<file path="config.mk">
export PLATFORM = sky130hd
export DESIGN_NAME = dsisf_ctl_flat
export DESIGN_NICKNAME = d
export VERILOG_FILES = /design/src/rtl/dsisf_pkg.sv /design/src/rtl/dsisf_link_if.sv /design/src/rtl/dsisf_ctl.sv /design/src/flat_wrapper.sv
export VERILOG_INCLUDE_DIRS = /design/src /design/src/rtl
export SDC_FILE = /design/constraint.sdc
export NUM_CORES = 1
export LEC_CHECK = 0
export BUFFER_PORTS_ARGS = -buffer_cell sky130_fd_sc_hd__buf_2
export CORE_ASPECT_RATIO = 1.5
export CORE_UTILIZATION = 30
export CTS_CLUSTER_SIZE = 28
export DETAILED_ROUTE_END_ITERATION = 6
export GPL_TIMING_DRIVEN = 0
export PLACE_DENSITY = 0.53
export SYNTH_ARGS = -nofsm -noshare
export SYNTH_HDL_FRONTEND = slang
export SYNTH_SLANG_ARGS = --single-unit
export TNS_END_PERCENT = 50
</file>
<file path="constraint.sdc">
create_clock -name mclk_i -period 3 [get_ports mclk_i]
set_input_delay 0 -clock mclk_i [delete_from_list [all_inputs] [get_ports mclk_i]]
set_output_delay 0 -clock mclk_i [all_outputs]
set_load 0.05 [all_outputs]
</file>
<file path="src/rtl/dsisf_defs.svh">
// constants of the sensor fault/status block and its bus master
`ifndef DSISF_DEFS_SVH
`define DSISF_DEFS_SVH

`define DSISF_CLK_MHZ 50
// command identifiers
`define DSISF_CMD_READ 4'h1
`define DSISF_CMD_CLEAR 4'h5
`define DSISF_CMD_DIS_ST 4'hc
`define DSISF_CMD_EN_ST 4'hd
`define DSISF_CMD_RSVD14 4'he
`define DSISF_CMD_REVINIT 4'hf
`define DSISF_ADDR_GLOBAL 4'h0
// status word bit positions
`define DSISF_BIT_S 1
`define DSISF_BIT_AT0 2
`define DSISF_BIT_AT1 3
`define DSISF_BIT_ST 5
`define DSISF_BIT_U 6
`define DSISF_BIT_NV 7
`define DSISF_ADDR_LSB 12
`define DSISF_ADDR_MSB 15
`define DSISF_CFG1_AT_LSB 0
`define DSISF_CFG1_AT_MSB 1
// fault timing in microseconds
`define DSISF_HOLD_CAPACITOR_NODE_TO_US 1000
`define DSISF_CAPTEST_US 1000
`define DSISF_FRAME_TO_US 1000
// controller register map and fields
`define DSISF_REG_CMD 4'h0
`define DSISF_REG_STATUS 4'h4
`define DSISF_REG_RSP 4'h8
`define DSISF_REG_BUS 4'hc
`define DSISF_F_ID_LSB 0
`define DSISF_F_ID_MSB 3
`define DSISF_F_ADDR_LSB 4
`define DSISF_F_ADDR_MSB 7
`define DSISF_F_LONG 8
`define DSISF_F_DATA_LSB 16
`define DSISF_F_DATA_MSB 23
`define DSISF_ST_BUSY 0
`define DSISF_ST_DONE 1
`define DSISF_ST_NOANS 2
`define DSISF_ST_LONG 3
`define DSISF_RSP_WAIT 8'h10
`define DSISF_RESP_OKAY 2'h0
`define DSISF_RESP_SLVERR 2'h2

`endif

</file>
<file path="src/rtl/dsisf_pkg.sv">
// types shared by the sensor device end and the bus master end
package dsisf_pkg;
    typedef logic [3:0] dsisf_nib_t;
    typedef logic [7:0] dsisf_byte_t;
    typedef logic [15:0] dsisf_word_t;
    typedef logic [31:0] dsisf_axi_t;
    typedef enum logic [1:0] {
        CTL_IDLE = 2'b01,
        CTL_WAIT = 2'b10
    } dsisf_ctl_state_t;
endpackage

</file>
<file path="src/rtl/dsisf_link_if.sv">
// frame-level link between bus master and sensor
`timescale 1ns/1ps
interface dsisf_link_if;
    logic cmd_valid;
    logic [3:0] cmd_id;
    logic [3:0] cmd_addr;
    logic cmd_long;
    logic [7:0] cmd_data;
    logic bus_low;
    logic rsp_valid;
    logic rsp_long;
    logic [15:0] rsp_data;
    modport dev (input cmd_valid, cmd_id, cmd_addr, cmd_long, cmd_data, bus_low,
                 output rsp_valid, rsp_long, rsp_data);
    modport ctl (output cmd_valid, cmd_id, cmd_addr, cmd_long, cmd_data, bus_low,
                 input rsp_valid, rsp_long, rsp_data);
endinterface

</file>
<file path="src/rtl/dsisf_ctl.sv">
// master end: axi4-lite registers, frame issue, answer wait
`timescale 1ns/1ps
`include "dsisf_defs.svh"
module dsisf_ctl (
    input wire logic mclk_i,
    input wire logic srst_i,
    input wire logic ce_i,
    dsisf_link_if.ctl link,
    input wire logic [3:0] s_axi_awaddr_i,
    input wire logic s_axi_awvalid_i,
    output logic s_axi_awready_o,
    input wire dsisf_pkg::dsisf_axi_t s_axi_wdata_i,
    input wire logic [3:0] s_axi_wstrb_i,
    input wire logic s_axi_wvalid_i,
    output logic s_axi_wready_o,
    output logic [1:0] s_axi_bresp_o,
    output logic s_axi_bvalid_o,
    input wire logic s_axi_bready_i,
    input wire logic [3:0] s_axi_araddr_i,
    input wire logic s_axi_arvalid_i,
    output logic s_axi_arready_o,
    output dsisf_pkg::dsisf_axi_t s_axi_rdata_o,
    output logic [1:0] s_axi_rresp_o,
    output logic s_axi_rvalid_o,
    input wire logic s_axi_rready_i
);
    import dsisf_pkg::*;

    dsisf_ctl_state_t state;
    logic aw_held;
    logic w_held;
    logic [3:0] aw_addr;
    dsisf_axi_t w_data;
    logic [3:0] w_strb;
    logic wr_fire;
    logic launch;
    logic clr_done;
    logic clr_noans;
    logic done;
    logic noans;
    logic bus_low;
    logic [7:0] wait_cnt;
    logic cmd_valid;
    dsisf_nib_t cmd_id;
    dsisf_nib_t cmd_addr;
    logic cmd_long;
    dsisf_byte_t cmd_data;
    logic rsp_long;
    dsisf_word_t rsp_data;
    dsisf_axi_t next_rdata;
    logic rd_hit;

    // write address and data taken in either order
    assign s_axi_awready_o = !aw_held & !s_axi_bvalid_o;
    assign s_axi_wready_o = !w_held & !s_axi_bvalid_o;
    assign wr_fire = aw_held & w_held & !s_axi_bvalid_o;
    always_ff @(posedge mclk_i) begin
        if (srst_i) begin
            aw_held <= 1'b0;
            w_held <= 1'b0;
            aw_addr <= 4'h0;
            w_data <= 32'h0;
            w_strb <= 4'h0;
            s_axi_bvalid_o <= 1'b0;
            s_axi_bresp_o <= `DSISF_RESP_OKAY;
        end else if (ce_i) begin
            if (s_axi_awvalid_i & s_axi_awready_o) begin
                aw_held <= 1'b1;
                aw_addr <= s_axi_awaddr_i;
            end
            if (s_axi_wvalid_i & s_axi_wready_o) begin
                w_held <= 1'b1;
                w_data <= s_axi_wdata_i;
                w_strb <= s_axi_wstrb_i;
            end
            if (wr_fire) begin
                aw_held <= 1'b0;
                w_held <= 1'b0;
                s_axi_bvalid_o <= 1'b1;
                s_axi_bresp_o <= (aw_addr == `DSISF_REG_CMD || aw_addr == `DSISF_REG_STATUS ||
                                  aw_addr == `DSISF_REG_BUS) ? `DSISF_RESP_OKAY
                                                             : `DSISF_RESP_SLVERR;
            end else if (s_axi_bready_i) begin
                s_axi_bvalid_o <= 1'b0;
            end
        end
    end

    // register write effects
    assign launch = wr_fire & (aw_addr == `DSISF_REG_CMD) & (state == CTL_IDLE) & w_strb[0];
    assign clr_done = wr_fire & (aw_addr == `DSISF_REG_STATUS) & w_data[`DSISF_ST_DONE];
    assign clr_noans = wr_fire & (aw_addr == `DSISF_REG_STATUS) & w_data[`DSISF_ST_NOANS];

    // bus line control: software can pull the bus below frame threshold
    always_ff @(posedge mclk_i) begin
        if (srst_i) begin
            bus_low <= 1'b0;
        end else if (ce_i && wr_fire && aw_addr == `DSISF_REG_BUS) begin
            bus_low <= w_data[0];
        end
    end

    // frame issue and answer wait
    always_ff @(posedge mclk_i) begin
        if (srst_i) begin
            state <= CTL_IDLE;
            wait_cnt <= 8'h0;
            cmd_valid <= 1'b0;
            cmd_id <= 4'h0;
            cmd_addr <= 4'h0;
            cmd_long <= 1'b0;
            cmd_data <= 8'h0;
        end else if (ce_i) begin
            cmd_valid <= 1'b0;
            case (state)
                CTL_IDLE: begin
                    if (launch) begin
                        cmd_valid <= 1'b1;
                        cmd_id <= w_data[`DSISF_F_ID_MSB:`DSISF_F_ID_LSB];
                        cmd_addr <= w_data[`DSISF_F_ADDR_MSB:`DSISF_F_ADDR_LSB];
                        cmd_long <= w_data[`DSISF_F_LONG];
                        cmd_data <= w_data[`DSISF_F_DATA_MSB:`DSISF_F_DATA_LSB];
                        wait_cnt <= 8'h0;
                        // global frames get no answer
                        if (w_data[`DSISF_F_ADDR_MSB:`DSISF_F_ADDR_LSB] != `DSISF_ADDR_GLOBAL) begin
                            state <= CTL_WAIT;
                        end
                    end
                end
                CTL_WAIT: begin
                    wait_cnt <= wait_cnt + 8'h1;
                    if (link.rsp_valid || wait_cnt == `DSISF_RSP_WAIT) begin
                        state <= CTL_IDLE;
                    end
                end
                default: begin
                    state <= CTL_IDLE;
                end
            endcase
        end
    end

    // sticky answer and no-answer flags, set beats clear
    always_ff @(posedge mclk_i) begin
        if (srst_i) begin
            done <= 1'b0;
            noans <= 1'b0;
            rsp_long <= 1'b0;
            rsp_data <= 16'h0000;
        end else if (ce_i) begin
            if (state == CTL_WAIT && link.rsp_valid) begin
                done <= 1'b1;
                rsp_long <= link.rsp_long;
                rsp_data <= link.rsp_data;
            end else if (clr_done) begin
                done <= 1'b0;
            end
            if (state == CTL_WAIT && !link.rsp_valid && wait_cnt == `DSISF_RSP_WAIT) begin
                noans <= 1'b1;
            end else if (clr_noans) begin
                noans <= 1'b0;
            end
        end
    end

    // read path
    assign rd_hit = (s_axi_araddr_i == `DSISF_REG_CMD) || (s_axi_araddr_i == `DSISF_REG_STATUS)
                 || (s_axi_araddr_i == `DSISF_REG_RSP) || (s_axi_araddr_i == `DSISF_REG_BUS);
    always_comb begin
        next_rdata = 32'h0;
        case (s_axi_araddr_i)
            `DSISF_REG_CMD: begin
                next_rdata[`DSISF_F_ID_MSB:`DSISF_F_ID_LSB] = cmd_id;
                next_rdata[`DSISF_F_ADDR_MSB:`DSISF_F_ADDR_LSB] = cmd_addr;
                next_rdata[`DSISF_F_LONG] = cmd_long;
                next_rdata[`DSISF_F_DATA_MSB:`DSISF_F_DATA_LSB] = cmd_data;
            end
            `DSISF_REG_STATUS: begin
                next_rdata[`DSISF_ST_BUSY] = (state == CTL_WAIT) | cmd_valid;
                next_rdata[`DSISF_ST_DONE] = done;
                next_rdata[`DSISF_ST_NOANS] = noans;
                next_rdata[`DSISF_ST_LONG] = rsp_long;
            end
            `DSISF_REG_RSP: begin
                next_rdata[15:0] = rsp_data;
            end
            `DSISF_REG_BUS: begin
                next_rdata[0] = bus_low;
            end
            default: begin
                next_rdata = 32'h0;
            end
        endcase
    end

    assign s_axi_arready_o = !s_axi_rvalid_o;
    always_ff @(posedge mclk_i) begin
        if (srst_i) begin
            s_axi_rvalid_o <= 1'b0;
            s_axi_rdata_o <= 32'h0;
            s_axi_rresp_o <= `DSISF_RESP_OKAY;
        end else if (ce_i) begin
            if (s_axi_arvalid_i & s_axi_arready_o) begin
                s_axi_rvalid_o <= 1'b1;
                s_axi_rdata_o <= next_rdata;
                s_axi_rresp_o <= rd_hit ? `DSISF_RESP_OKAY : `DSISF_RESP_SLVERR;
            end else if (s_axi_rready_i) begin
                s_axi_rvalid_o <= 1'b0;
            end
        end
    end

    assign link.cmd_valid = cmd_valid;
    assign link.cmd_id = cmd_id;
    assign link.cmd_addr = cmd_addr;
    assign link.cmd_long = cmd_long;
    assign link.cmd_data = cmd_data;
    assign link.bus_low = bus_low;
endmodule

</file>
<file path="src/flat_wrapper.sv">
// flat-port wrapper written by rule: the top's interface ports become plain ports
module dsisf_ctl_flat import dsisf_pkg::*;
  (mclk_i, srst_i, ce_i, s_axi_awaddr_i, s_axi_awvalid_i, s_axi_awready_o, s_axi_wdata_i, s_axi_wstrb_i, s_axi_wvalid_i, s_axi_wready_o, s_axi_bresp_o, s_axi_bvalid_o, s_axi_bready_i, s_axi_araddr_i, s_axi_arvalid_i, s_axi_arready_o, s_axi_rdata_o, s_axi_rresp_o, s_axi_rvalid_o, s_axi_rready_i, link_cmd_valid, link_cmd_id, link_cmd_addr, link_cmd_long, link_cmd_data, link_bus_low, link_rsp_valid, link_rsp_long, link_rsp_data);
  dsisf_link_if link_i ();
  input wire logic mclk_i;
  input wire logic srst_i;
  input wire logic ce_i;
  input wire logic [3:0] s_axi_awaddr_i;
  input wire logic s_axi_awvalid_i;
  output logic s_axi_awready_o;
  input wire dsisf_pkg::dsisf_axi_t s_axi_wdata_i;
  input wire logic [3:0] s_axi_wstrb_i;
  input wire logic s_axi_wvalid_i;
  output logic s_axi_wready_o;
  output logic [1:0] s_axi_bresp_o;
  output logic s_axi_bvalid_o;
  input wire logic s_axi_bready_i;
  input wire logic [3:0] s_axi_araddr_i;
  input wire logic s_axi_arvalid_i;
  output logic s_axi_arready_o;
  output dsisf_pkg::dsisf_axi_t s_axi_rdata_o;
  output logic [1:0] s_axi_rresp_o;
  output logic s_axi_rvalid_o;
  input wire logic s_axi_rready_i;
  output wire logic [$bits(link_i.cmd_valid)-1:0] link_cmd_valid;
  output wire logic [$bits(link_i.cmd_id)-1:0] link_cmd_id;
  output wire logic [$bits(link_i.cmd_addr)-1:0] link_cmd_addr;
  output wire logic [$bits(link_i.cmd_long)-1:0] link_cmd_long;
  output wire logic [$bits(link_i.cmd_data)-1:0] link_cmd_data;
  output wire logic [$bits(link_i.bus_low)-1:0] link_bus_low;
  input wire logic [$bits(link_i.rsp_valid)-1:0] link_rsp_valid;
  input wire logic [$bits(link_i.rsp_long)-1:0] link_rsp_long;
  input wire logic [$bits(link_i.rsp_data)-1:0] link_rsp_data;
  assign link_cmd_valid = link_i.cmd_valid;
  assign link_cmd_id = link_i.cmd_id;
  assign link_cmd_addr = link_i.cmd_addr;
  assign link_cmd_long = link_i.cmd_long;
  assign link_cmd_data = link_i.cmd_data;
  assign link_bus_low = link_i.bus_low;
  assign link_i.rsp_valid = link_rsp_valid;
  assign link_i.rsp_long = link_rsp_long;
  assign link_i.rsp_data = link_rsp_data;
  dsisf_ctl u_core (.mclk_i(mclk_i), .srst_i(srst_i), .ce_i(ce_i), .link(link_i), .s_axi_awaddr_i(s_axi_awaddr_i), .s_axi_awvalid_i(s_axi_awvalid_i), .s_axi_awready_o(s_axi_awready_o), .s_axi_wdata_i(s_axi_wdata_i), .s_axi_wstrb_i(s_axi_wstrb_i), .s_axi_wvalid_i(s_axi_wvalid_i), .s_axi_wready_o(s_axi_wready_o), .s_axi_bresp_o(s_axi_bresp_o), .s_axi_bvalid_o(s_axi_bvalid_o), .s_axi_bready_i(s_axi_bready_i), .s_axi_araddr_i(s_axi_araddr_i), .s_axi_arvalid_i(s_axi_arvalid_i), .s_axi_arready_o(s_axi_arready_o), .s_axi_rdata_o(s_axi_rdata_o), .s_axi_rresp_o(s_axi_rresp_o), .s_axi_rvalid_o(s_axi_rvalid_o), .s_axi_rready_i(s_axi_rready_i));
endmodule
</file>
# Word-level counts from Yosys, hierarchy flattened
# Cells that the tools add are included.
[word_totals]
inputBits = 70
romBits = 0
out_inout_bits = 60
ff_bits = 109
mem_bits_rw = 0
mem_count = 0
latchBits = 0
elab_cells = 115
[op_classes]
eq_ne = 11
shifts = 0
n_lt_le_gt_ge = 0
reduce_logical = 40
mux = 27
bitwise_logic = 14
addsub = 1
mul = 0
div = 0
[ops]
columns = ["operator", "count"]
rows = [
  ["AND reduction 2 bit", 11],
  ["two-way mux 8 bit", 2],
  ["one-hot mux 8 bit (2 select lines)", 1],
  ["two-way mux 1 bit", 14],
  ["nonzero test 2 bit", 7],
  ["AND 1 bit", 13],
  ["== test 4 bit (second input constant)", 3],
  ["two-way mux 2 bit", 5],
  ["one-hot mux 5 bit (2 select lines)", 1],
  ["one-hot mux 3 bit (3 select lines)", 1],
  ["adder 8 x 1 -> 8 bit (second input constant)", 1],
  ["== test 4 x 3 -> 1 bit (second input constant)", 2],
  ["== test 8 x 5 -> 1 bit (second input constant)", 1],
  ["zero test 4 bit", 2],
  ["two-way mux 7 bit", 1],
  ["logical OR 1 bit", 6],
  ["AND reduction 3 bit", 2],
  ["logical AND 1 bit", 5],
  ["zero test 1 bit", 5],
  ["!= test 2 x 1 -> 1 bit (second input constant)", 2],
  ["one-hot mux 1 bit (4 select lines)", 1],
  ["one-hot mux 2 bit (2 select lines)", 1],
  ["AND reduction 4 bit", 1],
  ["nonzero test 4 bit", 1],
  ["4 further kinds", 4],
]

# Depth between registers and ports, before layout
[logic_depth]
ltp_word = 7
ltp_mapped = 7
mapped_depth_nobuf = 6

# Worst setup path after synthesis
# Ideal clock, no wire load.
[synth_timing]
kind = "flip-flop to flip-flop"
startpoint = "reg u_core.s_axi_bvalid_o"
endpoint = "reg u_core.cmd_data[2], in the netlist u_core.link.cmd_data[2]"
path_slack_ps = 1234
setup_time_ps = 128
stages_incl_launch_ff = 7
n_path_buf = 2
arrival_ps = 1638
path_cell_list = "dfxtp_1 > and4b_1 > buf_4 > nand3_4 > buf_4 > mux2i_1 > nor2_1"
[synth_via]
elab_chain_cells = 6
[synth_lines]
columns = ["element", "line_no", "source"]
rows = [
  ["start, declared", "dsisf_ctl.sv:17", "output logic s_axi_bvalid_o,"],
  ["start signal, assigned", "dsisf_ctl.sv:64", "s_axi_bvalid_o <= 1'b0;"],
  ["start signal, assigned", "dsisf_ctl.sv:79", "s_axi_bvalid_o <= 1'b1;"],
  ["start signal, assigned", "dsisf_ctl.sv:84", "s_axi_bvalid_o <= 1'b0;"],
  ["zero test 1 bit", "dsisf_ctl.sv:56", "assign wr_fire = aw_held & w_held & !s_axi_bvalid_o;"],
  ["AND 1 bit", "dsisf_ctl.sv:56", ""],
  ["AND 1 bit (3 in series)", "dsisf_ctl.sv:90", "assign launch = wr_fire & (aw_addr == `DSISF_REG_CMD) & (state == CTL_IDLE) & w_strb[0];"],
  ["AND reduction 3 bit (no source line)", "--", ""],
  ["end signal, assigned", "dsisf_ctl.sv:122", "cmd_data <= w_data[`DSISF_F_DATA_MSB:`DSISF_F_DATA_LSB];"],
  ["end, declared", "dsisf_ctl.sv:47", "dsisf_byte_t cmd_data;"],
]
# Every way passes these cells.
# A chain may end at the register's enable or synchronous reset.

# Worst setup path in the final report
[layout_timing]
startpoint = "reg u_core.state[0]"
endpoint = "reg u_core.rsp_data[6]"
[layout_via]
elab_chain_cells = 3
[layout_lines]
columns = ["element", "line_no", "source"]
rows = [
  ["start, declared", "dsisf_ctl.sv:29", "dsisf_ctl_state_t state;"],
  ["start signal, assigned", "dsisf_ctl.sv:106", "state <= CTL_IDLE;"],
  ["start signal, assigned", "dsisf_ctl.sv:126", "state <= CTL_WAIT;"],
  ["start signal, assigned", "dsisf_ctl.sv:133", "state <= CTL_IDLE;"],
  ["== test 2 bit", "dsisf_ctl.sv:151", "if (state == CTL_WAIT && link.rsp_valid) begin"],
  ["logical AND 1 bit", "dsisf_ctl.sv:151", ""],
  ["AND reduction 2 bit (no source line)", "--", ""],
  ["end signal, assigned", "dsisf_ctl.sv:154", "rsp_data <= link.rsp_data;"],
  ["end, declared", "dsisf_ctl.sv:49", "dsisf_word_t rsp_data;"],
]
# Every way passes these cells.

==> summary.md <==
| Metric | Value |
|---|---|
| Status | `finished clean` |
| VDD IR max | `0.3218 mV` |
| Leak | `0.002383 uW` |
| Comb power frac | `9.3%` |
| Fmax | `565.4 MHz` |
| Cell count after synthesis | `447` |
| Initial DRT Pass Iterations | `4` |
| Initial DRC Count | `141` |
| Reg clk slew, reported paths | `0.07 ns` |
| CTS sink count | `100` |
| Synth warnings | `0` |
| Startpoint Class | `flop` |
| Slew headroom | `45.09%` |
| DR vias/cell | `4.787` |
| Fin Hold WS | `0.01392 ns` |
| H-Tree Depth | `3` |
| Fin. max-slew vios | `0` |
| Area grow syn2layout | `35.52%` |
| Seq pwr share | `48.3%` |
| Int Power | `2126 uW` |
| Post-synth top flop | `dfxtp_1` |
| Switch share | `24.58%` |
| FF+latch area | `2002 um^2` |
| Clock Path Buffers | `2` |
| Die W | `96.96 um` |
| Sequential share of the synthesized area | `49.34%` |
| Tcrit/Tclk final | `58.95%` |
| Hpwl dp | `8.726 mm` |
| Hold crit path type | `primary input to flop` |
| CTS tree | `built` |
| Port buffer count | `99` |
| Setup TNS | `0 ns` |
| Synth top area share | `49.34%` |
| First-pass GRT wire length | `18.31 mm` |
| Via count | `3691` |
| Initial antenna violation count | `0` |
| Synth cell types | `49` |
| FP Rows | `51` |
| Final hold violation count | `0` |
| RePlAce Congestion | `0.8185` |
| Met1 Routed Length | `4.922 mm` |
| Clock Latency Late Sink | `0.35 ns` |
| Final Critical Period | `1.769 ns` |
| WS Path Type | `flop to flop` |
| Met2 wire len | `6.248 mm` |
| Clk pwr share | `42.4%` |
| CTS buffer count | `9` |
| Clk_skew | `0.01111 ns` |
| Initial Util | `31.02%` |
| Routed len/inst | `15.38 um` |
| Worst-margin pin slew | `0.8028 ns` |
| Core Region | `13080 um^2` |
| # DRC | `0` |
| Layout cells sized above 1 | `25.00%` |
| Syn avg cell area | `9.077 um^2` |
| Met3 wire length | `448 um` |
| Switching power | `693.2 uW` |
| Highest metal used | `met4` |
| Fin nets | `679` |
| Die Span Y | `144.4 um` |
| Post-CTS Setup Inserts | `0` |
| WP data arrival | `2.04 ns` |
| Synth area leader | `dfxtp_1` |
| Worst EP required | `3.27 ns` |
| Diodes inserted | `0` |
| Ys async rst share | `0%` |
| Total grt overflow | `0` |
| Vias in the first global route | `3514` |
| Antenna-violating nets left | `0` |
| Power density over the cells | `512.7 nW/um^2` |
| Gr usage total | `17.12%` |
| Maxcap violations | `0` |
| Number of synthesized flops with an enable pin | `0` |
| Count of final setup violators | `0` |
| Design Power | `2819 uW` |
| Fill cells | `1328` |
| Largest net degree at the start of global routing | `17` |
| Unrepaired setup endpoints after global routing | `no` |
| Crit-path max FO | `10` |
| Clock Tree Root | `clkbuf_16` |
| Final WL | `11.86 mm` |
| Crit end category | `flop` |
| Multi-input combinational cell area | `1863 um^2` |
| # IOs | `130` |
| Mapped cell area | `4058 um^2` |
| Number of register bits inferred by synthesis | `100` |
| Ranking of synthesized cells by area | `dfxtp_1 49%, nand2_1 7.4%, mux2i_1 6.7%, a21oi_1 5.4%, nor2_1 4.5%` |
| Die area | `14000 um^2` |
## power groups by stage
stage	Sequential, uW	Combinational (uW)	Clock [uW]
6_report	1360	262	1200
3_5_place_dp	1390	221	0
3_3_place_gp	1390	220	0
2_1_floorplan	1400	135	0
4_1_cts	1360	264	1210
5_1_grt	1360	283	1260
## worst paths after layout
check / startpoint / endpoint / slack, ns / depth (start not counted)
worst min register to register: u_core.w_data[21] / u_core.w_data[21] / 0.45 / 2
worst max register to register: u_core.state[0] / u_core.rsp_data[6] / 1.23 / 6
worst min-delay path: link_rsp_valid / u_core.noans / 0.01 / 4
worst max-delay path: u_core.state[0] / u_core.rsp_data[6] / 1.23 / 6
## cells in the final DEF (no fill, tap or decap), types with 2 or more instances in the layout
cell and count:
nor3_1 4, a21oi_1 44, a22o_1 8, inv_1 4
clkbuf_16 9, nor2_1 49, buf_4 14, a31oi_1 2
o2bb2ai_1 4, mux2_2 5, and2_1 2, nand2_1 80
nor4_1 2, nand4_1 4, nor2b_1 4, and3b_1 2
nand3_1 8, buf_2 109, ha_1 2, a22oi_1 15
a2111oi_0 2, clkbuf_1 15, conb_1 10, mux2i_1 27
a311oi_1 2, nand2b_1 8, dlygate4sd3_1 41, o21ai_0 6
nand4bb_1 2, o31a_1 2, dfxtp_1 100
## per-layer routing
layer | GRT usage (%) | vias up
met2 | 32.36 | 95
met4 | 7.070 | 0
li1 | - | 1840
met5 | 0 | -
met1 | 18.92 | 1738
met3 | 2.803 | 18
## synth_stat cells (all sizes together) (3+ instances only)
| library cell | n |
|---|---|
| a21oi | 44 |
| nor3b | 3 |
| a22o | 8 |
| buf | 25 |
| inv | 4 |
| clkbuf | 14 |
| a22oi | 15 |
| o21ai | 6 |
| nand2b | 8 |
| mux2i | 27 |
| o2bb2ai | 4 |
| nor3 | 4 |
| mux2 | 5 |
| nor2b | 4 |
| nand2 | 80 |
| nand4 | 4 |
| nand3 | 9 |
| dfxtp | 100 |
| nor4 | 3 |
| nor2 | 49 |
## state kept, by name (all words and copies together), names as in the netlist, 2 cells and up
name                  flops
u_core.s_axi_rdata_o     24
u_core.w_data            17
u_core.rsp_data          16
u_core.link.cmd_data      8
u_core.wait_cnt           8
u_core.aw_addr            4
u_core.link.cmd_addr      4
u_core.link.cmd_id        4
u_core.state              2
## timing repair
action,4_1_cts,5_1_grt
gates resized for setup,0,0
endpoints found under the hold margin,41,0
setup endpoints to repair,0,0
hold buffers,41,0
## cells by family (layout without fill, tap and decap cells)
| family | after synthesis | count (layout) | synth area share (%) |
|---|---|---|---|
| simple gates | 182 | 182 | 22.79 |
| other cells | 1 | 10 | 0.09242 |
| fa+ha+maj | 2 | 2 | 0.6166 |
| buf+inv | 43 | 199 | 5.581 |
| compound gates | 87 | 87 | 13.54 |
| mux | 32 | 32 | 8.048 |
| flops | 100 | 100 | 49.34 |
## per-stage QoR
step	util [%]	cell area (um^2)	setup slack, ns	cells
floorplan	-	4091	1.234	456
global placement	36.59	4786	1.301	714
detailed placement	36.59	4786	1.276	714
CTS	42.04	5499	1.243	771
global route	42.04	5499	1.109	771
finish	42.04	5499	1.231	771
## area by class of cell
cell class / count / share of cell area, %
buffer: 39 / 3.845
clock buffer: 11 / 4.414
clock inverter: 5 / 1.092
inverter: 4 / 0.2730
multi-input combinational: 313 / 33.88
sequential: 100 / 36.41
tap: 159 / 3.618
timing repair buffer: 140 / 16.47
## critical path, stage by stage (launching register included)
cell and delay (ns):
dfxtp_1 0.43, and3b_1 0.20, buf_2 0.16, nand2_1 0.33
buf_2 0.33, nand2_1 0.09, a21oi_1 0.15
No activity file was read; power rests on OpenSTA's default activity.
